**config.mk**
```make
export PLATFORM = sky130hd
export DESIGN_NAME = rtcw_top
export DESIGN_NICKNAME = d
export VERILOG_FILES = /design/src/rtcw_pkg.sv /design/src/rtcw_top.sv
export SDC_FILE = /design/constraint.sdc
export NUM_CORES = 1
export LEC_CHECK = 0
export BUFFER_PORTS_ARGS = -buffer_cell sky130_fd_sc_hd__buf_2
export CORE_MARGIN = 3
export CORE_UTILIZATION = 60
export CTS_CLUSTER_DIAMETER = 120
export DETAILED_ROUTE_END_ITERATION = 8
export PLACE_DENSITY_LB_ADDON = 0.12
export SKIP_LAST_GASP = 1
export SYNTH_ARGS = -nofsm -noshare
export SYNTH_HDL_FRONTEND = slang
export SYNTH_SLANG_ARGS = --single-unit
```
**constraint.sdc**
```tcl
create_clock -name clk -period 7.7 [get_ports clk]
set_input_delay 0.385 -clock clk [delete_from_list [all_inputs] [get_ports clk]]
set_output_delay 0.385 -clock clk [all_outputs]
set_load 0.005 [all_outputs]
```
**src/rtcw_pkg.sv**
```systemverilog
// rtcw_pkg: constants, register map and types for the calendar clock with wakeup
// assumes a 100 MHz system clock and a 32-bit plain register port
package rtcw_pkg;
	localparam int unsigned CLK_HZ = 100_000_000;
	localparam int unsigned TB_HZ = 32_768;
	localparam int unsigned MS_PER_S = 1000;
	localparam int unsigned MS_CYCLES = CLK_HZ / MS_PER_S;
	localparam logic [26:0] TB_STEP = 27'h0008000;
	localparam logic [26:0] TB_WRAP = 27'h5F5E100;
	localparam logic [7:0] PRE_WRAP = 8'h80;
	localparam logic [20:0] CAL_WINDOW = 21'h100000;
	localparam logic signed [10:0] CAL_MIN = -11'sd511;
	localparam logic signed [10:0] CAL_MAX = 11'sd512;
	localparam logic [7:0] SUBSEC_TOP = 8'hFF;
	localparam logic [15:0] STARTUP_SAT = 16'hFFFF;
	// register byte addresses
	localparam logic [7:0] A_DATE = 8'h00;
	localparam logic [7:0] A_TIME = 8'h04;
	localparam logic [7:0] A_SUBSEC = 8'h08;
	localparam logic [7:0] A_WAKE = 8'h0C;
	localparam logic [7:0] A_CAL = 8'h10;
	localparam logic [7:0] A_INFO = 8'h14;
	localparam logic [7:0] A_STATUS = 8'h18;
	localparam logic [7:0] A_MASK = 8'h1C;
	// field positions
	localparam int YEAR_LSB = 16;
	localparam int MONTH_LSB = 8;
	localparam int DAY_LSB = 0;
	localparam int WDAY_LSB = 24;
	localparam int HOUR_LSB = 16;
	localparam int MIN_LSB = 8;
	localparam int SEC_LSB = 0;
	localparam int INFO_POR_BIT = 16;
	localparam int INFO_EXT_BIT = 17;
	localparam int ST_WAKE_BIT = 0;
	localparam int ST_SEC_BIT = 1;
	localparam int ST_W = 2;
	// reset values
	localparam logic [11:0] RST_YEAR = 12'h7D0;
	localparam logic [3:0] RST_MONTH = 4'h1;
	localparam logic [4:0] RST_DAY = 5'h01;
	localparam logic [2:0] RST_WDAY = 3'h6;
	localparam logic [15:0] RST_WAKE = 16'h0000;
	localparam logic signed [10:0] RST_CAL = 11'sd0;
	localparam logic [ST_W-1:0] RST_MASK = 2'h0;

	typedef struct packed {
		logic [11:0] year;
		logic [3:0] month;
		logic [4:0] day;
		logic [2:0] wday;
		logic [4:0] hour;
		logic [5:0] min;
		logic [5:0] sec;
	} rtcw_cal_t;

	typedef struct packed {
		logic [7:0] addr;
		logic [31:0] wdata;
		logic wr;
		logic rd;
	} rtcw_bus_t;
endpackage

```
**src/rtcw_top.sv**
```systemverilog
// rtcw_top: calendar real-time clock, smooth calibration, millisecond wakeup timer,
// startup and reset-source information, interrupt status and mask.
// assumes: reset-source and oscillator-ready levels arrive asynchronously; the
// register master never strobes read and write together.
//
// The register offsets and the plain strobed port are this design's own decisions.
`timescale 1ns/1ns
module rtcw_top #(
	parameter int unsigned MS_CYCLES = rtcw_pkg::MS_CYCLES,
	parameter logic [26:0] TB_STEP = rtcw_pkg::TB_STEP
) (
	input wire logic clk,
	input wire logic rst,
	input wire logic [7:0] addr,
	input wire logic [31:0] wdata,
	input wire logic wr,
	input wire logic rd,
	output logic [31:0] rdata,
	input wire logic por_flag,
	input wire logic ext_rst_flag,
	input wire logic osc_ready,
	output logic irq,
	output logic wake_pulse
);
	rtcw_pkg::rtcw_bus_t bus;
	assign bus = '{addr: addr, wdata: wdata, wr: wr, rd: rd};

	////////////////////////////////////////////////////////////////////////////
	// input synchronisers: three stages, accept when last two agree
	logic [2:0] s1_r, s2_r, s3_r, filt_r;
	logic [2:0] s1_nxt, s2_nxt, s3_nxt, filt_nxt;
	always_comb
	begin
		s1_nxt = {osc_ready, ext_rst_flag, por_flag};
		s2_nxt = s1_r;
		s3_nxt = s2_r;
		filt_nxt = filt_r;
		for (int i = 0; i < 3; i++)
		begin
			if (s2_r[i] == s3_r[i])
				filt_nxt[i] = s3_r[i];
		end
	end
	always_ff @(posedge clk)
	begin
		if (rst)
		begin
			s1_r <= 3'h0;
			s2_r <= 3'h0;
			s3_r <= 3'h0;
			filt_r <= 3'h0;
		end
		else
		begin
			s1_r <= s1_nxt;
			s2_r <= s2_nxt;
			s3_r <= s3_nxt;
			filt_r <= filt_nxt;
		end
	end

	////////////////////////////////////////////////////////////////////////////
	// millisecond tick, startup measurement, reset-source capture
	logic [31:0] ms_cnt_r, ms_cnt_nxt;
	logic ms_tick_r, ms_tick_nxt;
	logic [15:0] startup_r, startup_nxt;
	logic running_r, running_nxt;
	logic por_seen_r, por_seen_nxt, ext_seen_r, ext_seen_nxt;
	always_comb
	begin
		ms_tick_nxt = (ms_cnt_r == MS_CYCLES - 1);
		ms_cnt_nxt = ms_tick_nxt ? 32'h00000000 : ms_cnt_r + 32'h00000001;
		running_nxt = running_r | filt_r[2];
		startup_nxt = startup_r;
		if (!running_r && ms_tick_r && startup_r != rtcw_pkg::STARTUP_SAT)
			startup_nxt = startup_r + 16'h0001;
		por_seen_nxt = por_seen_r | filt_r[0];
		ext_seen_nxt = ext_seen_r | filt_r[1];
	end
	always_ff @(posedge clk)
	begin
		if (rst)
		begin
			ms_cnt_r <= 32'h00000000;
			ms_tick_r <= 1'b0;
			startup_r <= 16'h0000;
			running_r <= 1'b0;
			por_seen_r <= 1'b0;
			ext_seen_r <= 1'b0;
		end
		else
		begin
			ms_cnt_r <= ms_cnt_nxt;
			ms_tick_r <= ms_tick_nxt;
			startup_r <= startup_nxt;
			running_r <= running_nxt;
			por_seen_r <= por_seen_nxt;
			ext_seen_r <= ext_seen_nxt;
		end
	end

	////////////////////////////////////////////////////////////////////////////
	// 32768 Hz timebase and smooth calibration
	// exact fractional divider: no long-term drift from the 100 MHz ratio
	logic [26:0] tb_acc_r, tb_acc_nxt;
	logic [20:0] cal_acc_r, cal_acc_nxt;
	logic [7:0] pre_r, pre_nxt;
	logic step_r, step_nxt;
	logic signed [10:0] cal_r, cal_nxt;
	logic [27:0] tb_sum;
	logic [20:0] cal_sum;
	logic [10:0] cal_mag;
	logic [7:0] pre_sum;
	always_comb
	begin
		// a step equal to the wrap gives one tick per clock: only for short runs
		tb_sum = {1'b0, tb_acc_r} + {1'b0, TB_STEP};
		cal_mag = cal_r[10] ? 11'(-cal_r) : 11'(cal_r);
		cal_sum = cal_acc_r + {10'h000, cal_mag};
		tb_acc_nxt = tb_acc_r;
		cal_acc_nxt = cal_acc_r;
		pre_nxt = pre_r;
		pre_sum = pre_r;
		step_nxt = 1'b0;
		if (running_r)
		begin
			if (tb_sum >= {1'b0, rtcw_pkg::TB_WRAP})
			begin
				tb_acc_nxt = 27'(tb_sum - {1'b0, rtcw_pkg::TB_WRAP});
				// spread |cal| extra or missing ticks evenly over 2^20 ticks
				if (cal_sum >= rtcw_pkg::CAL_WINDOW)
				begin
					cal_acc_nxt = cal_sum - rtcw_pkg::CAL_WINDOW;
					pre_sum = cal_r[10] ? pre_r : pre_r + 8'h02;
				end
				else
				begin
					cal_acc_nxt = cal_sum;
					pre_sum = pre_r + 8'h01;
				end
				if (pre_sum >= rtcw_pkg::PRE_WRAP)
				begin
					pre_nxt = pre_sum - rtcw_pkg::PRE_WRAP;
					step_nxt = 1'b1;
				end
				else
					pre_nxt = pre_sum;
			end
			else
				tb_acc_nxt = tb_sum[26:0];
		end
		cal_nxt = cal_r;
		if (bus.wr && bus.addr == rtcw_pkg::A_CAL)
		begin
			if ($signed(bus.wdata) < $signed(32'(rtcw_pkg::CAL_MIN)))
				cal_nxt = rtcw_pkg::CAL_MIN;
			else if ($signed(bus.wdata) > $signed(32'(rtcw_pkg::CAL_MAX)))
				cal_nxt = rtcw_pkg::CAL_MAX;
			else
				cal_nxt = bus.wdata[10:0];
		end
	end
	always_ff @(posedge clk)
	begin
		if (rst)
		begin
			tb_acc_r <= 27'h0000000;
			cal_acc_r <= 21'h000000;
			pre_r <= 8'h00;
			step_r <= 1'b0;
			cal_r <= rtcw_pkg::RST_CAL;
		end
		else
		begin
			tb_acc_r <= tb_acc_nxt;
			cal_acc_r <= cal_acc_nxt;
			pre_r <= pre_nxt;
			step_r <= step_nxt;
			cal_r <= cal_nxt;
		end
	end

	////////////////////////////////////////////////////////////////////////////
	// calendar
	rtcw_pkg::rtcw_cal_t cal_t_r, cal_t_nxt;
	logic [7:0] subsec_r, subsec_nxt;
	logic sec_evt;
	logic [4:0] mdays;
	logic leap;
	always_comb
	begin
		leap = (cal_t_r.year[1:0] == 2'h0) && ((cal_t_r.year % 12'd100 != 12'd0) || (cal_t_r.year % 12'd400 == 12'd0));
		unique case (cal_t_r.month)
			4'h2: mdays = leap ? 5'd29 : 5'd28;
			4'h4, 4'h6, 4'h9, 4'hB: mdays = 5'd30;
			default: mdays = 5'd31;
		endcase
		cal_t_nxt = cal_t_r;
		subsec_nxt = subsec_r;
		sec_evt = 1'b0;
		if (step_r)
		begin
			if (subsec_r == 8'h00)
			begin
				subsec_nxt = rtcw_pkg::SUBSEC_TOP;
				sec_evt = 1'b1;
				cal_t_nxt.sec = cal_t_r.sec + 6'd1;
				if (cal_t_r.sec == 6'd59)
				begin
					cal_t_nxt.sec = 6'd0;
					cal_t_nxt.min = cal_t_r.min + 6'd1;
					if (cal_t_r.min == 6'd59)
					begin
						cal_t_nxt.min = 6'd0;
						cal_t_nxt.hour = cal_t_r.hour + 5'd1;
						if (cal_t_r.hour == 5'd23)
						begin
							cal_t_nxt.hour = 5'd0;
							cal_t_nxt.wday = (cal_t_r.wday >= 3'd7) ? 3'd1 : cal_t_r.wday + 3'd1;
							cal_t_nxt.day = cal_t_r.day + 5'd1;
							if (cal_t_r.day >= mdays)
							begin
								cal_t_nxt.day = 5'd1;
								cal_t_nxt.month = cal_t_r.month + 4'd1;
								if (cal_t_r.month >= 4'd12)
								begin
									cal_t_nxt.month = 4'd1;
									cal_t_nxt.year = cal_t_r.year + 12'd1;
								end
							end
						end
					end
				end
			end
			else
				subsec_nxt = subsec_r - 8'h01;
		end
		// a write overrides the fields it loads in a same-cycle advance; fields it does not load still advance
		if (bus.wr && bus.addr == rtcw_pkg::A_DATE)
		begin
			cal_t_nxt.year = bus.wdata[rtcw_pkg::YEAR_LSB +: 12];
			cal_t_nxt.month = bus.wdata[rtcw_pkg::MONTH_LSB +: 4];
			cal_t_nxt.day = bus.wdata[rtcw_pkg::DAY_LSB +: 5];
			subsec_nxt = rtcw_pkg::SUBSEC_TOP;
		end
		if (bus.wr && bus.addr == rtcw_pkg::A_TIME)
		begin
			cal_t_nxt.wday = bus.wdata[rtcw_pkg::WDAY_LSB +: 3];
			cal_t_nxt.hour = bus.wdata[rtcw_pkg::HOUR_LSB +: 5];
			cal_t_nxt.min = bus.wdata[rtcw_pkg::MIN_LSB +: 6];
			cal_t_nxt.sec = bus.wdata[rtcw_pkg::SEC_LSB +: 6];
			subsec_nxt = rtcw_pkg::SUBSEC_TOP;
		end
	end
	always_ff @(posedge clk)
	begin
		if (rst)
		begin
			cal_t_r <= '{year: rtcw_pkg::RST_YEAR, month: rtcw_pkg::RST_MONTH, day: rtcw_pkg::RST_DAY,
				wday: rtcw_pkg::RST_WDAY, hour: 5'd0, min: 6'd0, sec: 6'd0};
			subsec_r <= rtcw_pkg::SUBSEC_TOP;
		end
		else
		begin
			cal_t_r <= cal_t_nxt;
			subsec_r <= subsec_nxt;
		end
	end

	////////////////////////////////////////////////////////////////////////////
	// wakeup timer
	logic [15:0] wake_to_r, wake_to_nxt, wake_cnt_r, wake_cnt_nxt;
	logic wake_pulse_nxt;
	always_comb
	begin
		wake_to_nxt = wake_to_r;
		wake_cnt_nxt = wake_cnt_r;
		wake_pulse_nxt = 1'b0;
		if (wake_to_r == 16'h0000)
			wake_cnt_nxt = 16'h0000;
		else if (ms_tick_r)
		begin
			if (wake_cnt_r + 16'h0001 >= wake_to_r)
			begin
				wake_cnt_nxt = 16'h0000;
				wake_pulse_nxt = 1'b1;
			end
			else
				wake_cnt_nxt = wake_cnt_r + 16'h0001;
		end
		// reprogramming restarts the interval
		if (bus.wr && bus.addr == rtcw_pkg::A_WAKE)
		begin
			wake_to_nxt = bus.wdata[15:0];
			wake_cnt_nxt = 16'h0000;
			wake_pulse_nxt = 1'b0;
		end
	end
	always_ff @(posedge clk)
	begin
		if (rst)
		begin
			wake_to_r <= rtcw_pkg::RST_WAKE;
			wake_cnt_r <= 16'h0000;
			wake_pulse <= 1'b0;
		end
		else
		begin
			wake_to_r <= wake_to_nxt;
			wake_cnt_r <= wake_cnt_nxt;
			wake_pulse <= wake_pulse_nxt;
		end
	end

	////////////////////////////////////////////////////////////////////////////
	// status, mask, interrupt and read port
	logic [rtcw_pkg::ST_W-1:0] status_r, status_nxt, mask_r, mask_nxt, evt;
	logic irq_nxt;
	logic [31:0] rdata_nxt;
	always_comb
	begin
		evt = '0;
		evt[rtcw_pkg::ST_WAKE_BIT] = wake_pulse;
		evt[rtcw_pkg::ST_SEC_BIT] = sec_evt;
		status_nxt = status_r;
		mask_nxt = mask_r;
		if (bus.wr && bus.addr == rtcw_pkg::A_STATUS)
			status_nxt = status_r & ~bus.wdata[rtcw_pkg::ST_W-1:0];
		// set beats clear
		status_nxt = status_nxt | evt;
		if (bus.wr && bus.addr == rtcw_pkg::A_MASK)
			mask_nxt = bus.wdata[rtcw_pkg::ST_W-1:0];
		irq_nxt = |(status_nxt & mask_nxt);
		rdata_nxt = 32'h00000000;
		if (bus.rd)
		begin
			unique case (bus.addr)
				rtcw_pkg::A_DATE: rdata_nxt = {4'h0, cal_t_r.year, 4'h0, cal_t_r.month, 3'h0, cal_t_r.day};
				rtcw_pkg::A_TIME: rdata_nxt = {5'h00, cal_t_r.wday, 3'h0, cal_t_r.hour, 2'h0, cal_t_r.min,
					2'h0, cal_t_r.sec};
				rtcw_pkg::A_SUBSEC: rdata_nxt = {24'h000000, subsec_r};
				rtcw_pkg::A_WAKE: rdata_nxt = {16'h0000, wake_to_r};
				rtcw_pkg::A_CAL: rdata_nxt = 32'(cal_r);
				rtcw_pkg::A_INFO: rdata_nxt = {14'h0000, ext_seen_r, por_seen_r, startup_r};
				rtcw_pkg::A_STATUS: rdata_nxt = {30'h00000000, status_r};
				rtcw_pkg::A_MASK: rdata_nxt = {30'h00000000, mask_r};
				default: rdata_nxt = 32'h00000000;
			endcase
		end
	end
	always_ff @(posedge clk)
	begin
		if (rst)
		begin
			status_r <= '0;
			mask_r <= rtcw_pkg::RST_MASK;
			irq <= 1'b0;
			rdata <= 32'h00000000;
		end
		else
		begin
			status_r <= status_nxt;
			mask_r <= mask_nxt;
			irq <= irq_nxt;
			rdata <= rdata_nxt;
		end
	end
endmodule // rtcw_top

```
==> reports/qor.yml <==
status: "completed"
design_area_sq_mm: 0.01517
setup_viol: 0
die_w_microns: 157.7
cts_tree: "yes"
drt_first_iter_violations: 1034
fp.dieArea_sq_mm: 0.02487
core_region_area_sq_mm: 0.02223
ys_seq_area_share_pct: 34.79
cp.buffers_inverters: 0
critPathSlowestCell: "nor3_1"
grtUsageTotal_pct: 27.98
arrival_ns: 6.62
timing.rr.start: "cal_t_r[38]"
cpLargestDelayFamily: "simple AND/OR/NAND/NOR gates"
synth-main-ff-cell: "dfxtp_1"
r2r_end: "cal_t_r[30]"
synth_edf_count: 0
grt_pass1_wl_mm: 58.17
portBuffers: 80
clock_path_buffers: 3
avgSynthCellArea_sq_um: 7.928
worst_slew_pin_slew_ns: 1.172
worstHoldEndpoint: "s1_r[2]"
synth_area_sq_mm: 0.01381
antenna-diode-count: 0
yosysTopAreaCell: "dfxtp_1"
synth_nets: 1843
p_leak_nw: 5.726
drive_above_1_share_pct: 9.753
gr-total-overflow: 0
setup_tns_ns: 0
finalCriticalPeriod_ns: 6.173
cp-startpoint: "cal_t_r[38]"
row_count: 54
timing.hold.ws_ns: 0.05454
finalHoldViolCount: 0
power.total_w: 0.002610
cts-htree-levels: 1
path_cells: "nand2b_1 -> and3_1 -> o211a_1 -> a2111oi_0 -> o22ai_2 -> nor3b_4 -> or2_1 -> or4_4 -> and4_4 -> a2111oi_2 -> a211oi_1 -> ha_1 -> nand2b_1 -> a21oi_1 -> nor2_1 -> nand2_1 -> nor3_1 -> a22oi_1 -> a211oi_1"
wl_per_cell_microns: 17.48
max-cap-violations: 0
whs_path_depth: 2
wl_mm: 36.09
grt_antenna_before_repair: 0
ant_nets: 0
powerDensity_mw_per_mm2: 172.0
root_buffer: "clkbuf_16"
start_util_pct: 62.13
cts_resized: 0
async_flop_share_pct: 0
cts_setup_buffers: 0
drtPass1Iterations: 6
cts.clk_slew.worst_paths_ns: 0.07
reg2reg_slack_ns: 1.53
ys_warn_count: 0
dpl_cell_area_sq_mm: 0.01428
final_nets: 1868
gp_congestion: 0.9567
grt_pass1_vias: 11808
syn_to_final_growth_pct: 9.866
fmax_ghz: 0.1620
clock_skew_ns: 0.02238
num_vias: 12898
irDropWorstVdd_uv: 187.2
rsz0062_at_grt: "false"
crit_fanout: 26
required_ns: 8.14
synth_cell_types: 86
synthesis.instances: 1742
io_pins: 81
clkSinkCount: 240
report.final.slew_viol_count: 0
drcViolationCount: 0
clkLatencyLatePin_ns: 0.55
yosysTopAreaCellShare_pct: 34.79
cts_hold_buf: 0
max_stage_delay_ns: 0.90
fillers: 1857
ys_seq_elements: 240
grt_max_degree: 92
synth_area_leaders: "dfxtp_1, nor2_1, nand2_1, ha_1, a21oi_1"
end_kind: "register"
dp_hpwl_mm: 25.34
cts_buffers: 27
final.period_utilization_pct: 80.17
hp-class: "in2reg"
die_h_microns: 157.7
hp-start: "osc_ready"
worstSetupPathType: "reg2reg"
max_slew_margin_pct: 21.85
rr_worst_depth: 19
via_per_inst: 6.249
start_kind: "register"
layout make-up:
class                      count  area, sq um  share of cell area (%)
inverter                      55        206.4                   1.361
tap                          280        350.3                   2.309
multi-input combinational   1349         8408                   55.41
timing repair buffer          94        508.0                   3.348
clock inverter                 9        122.6                  0.8081
sequential                   240         4805                   31.66
clock buffer                  37        773.2                   5.096
sequential cells by signal, indices dropped and copies added, names as in the netlist, 8 cells and up:
name        flops
cal_acc_r      21
cal_r          11
cal_t_r        41
ms_cnt_r       32
pre_r           8
rdata          29
startup_r      16
subsec_r        8
tb_acc_r       19
wake_cnt_r     16
wake_to_r      16
layer usage:
metal | up-vias | track usage [%] | share of wire, %
li1 | 6297 | - | -
met1 | 6022 | 37.76 | 44
met2 | 484 | 45.94 | 45
met3 | 95 | 3.855 | 7.3
met4 | 0 | 10.17 | 3.4
met5 | - | 0 | 0
cells in the mapped netlist, drive strengths merged (10+ instances only):
master and count:
dfxtp 240, nor2 204, nand2 187, a21oi 128, clkbuf 76, nand3 70
o21ai 69, xor2 65, inv 55, xnor2 54, ha 53, a22oi 44
and3 39, nor3 35, nand4 23, nor4 23, a221oi 22, buf 22
nor2b 22, nand2b 21, a211oi 20, and2 20, nand3b 20, or3 19
a21o 18, a31oi 13, o211ai 12, mux2i 10, o22ai 10
where the power goes:
part / internal [W] / switching [W] / total (W) / leakage, nW
Clock: 0.000771 / 0.000523 / 0.00129 / 0.441
Sequential: 0.00125 / 0.00000445 / 0.00125 / 1.94
Combinational: 0.0000187 / 0.0000475 / 0.0000661 / 3.35
cell families after synthesis:
| group | synth area share [%] |
|---|---|
| fa+ha+maj | 5.019 |
| compound gates | 20.89 |
| xor+xnor | 7.547 |
| flops | 34.79 |
| mux | 1.459 |
| buf+inv | 4.512 |
| simple gates | 25.78 |
layout by cell type, fill, tap and decap left out, types with 8 or more instances in the layout:
cell and count:
a22oi_1 43, and2_1 19, o211ai_1 12, nand2b_1 21, buf_4 15, inv_1 54, nor2_1 203, or4_1 8
nand4_1 23, nand3b_1 20, o2bb2ai_1 8, nand3_1 70, nand2_1 187, clkbuf_16 27, a211oi_1 20, dfxtp_1 240
nor3_1 33, a221oi_1 22, a31oi_1 13, nor3b_1 8, xor2_1 65, a21oi_1 127, nor2b_1 22, and3_1 39
o21ai_0 68, or3_1 19, mux2i_1 10, a21o_1 18, mux2_2 9, buf_2 79, ha_1 53, xnor2_1 54
o22ai_1 9, nor4_1 22, o31ai_1 8
metrics by stage:
stage	utilization [%]	setup slack (ns)	cells
6_report	68.26	1.527	2064
5_1_grt	68.26	1.041	2064
4_1_cts	68.26	1.639	2064
3_5_place_dp	64.23	1.681	2018
3_3_place_gp	64.23	1.759	2018
2_1_floorplan	-	2.601	1742
worst max-delay path by stage:
stage                             end  slack [ns]  cells after the start
after detailed placement  cal_t_r[32]        1.68                     20
after floorplan           cal_t_r[31]        2.60                     23
final                     cal_t_r[30]        1.53                     19
after global placement    cal_t_r[34]        1.76                     20
after CTS                 cal_t_r[30]        1.64                     19
after global routing      cal_t_r[32]        1.04                     20
Power figures use the tool's default switching activity.
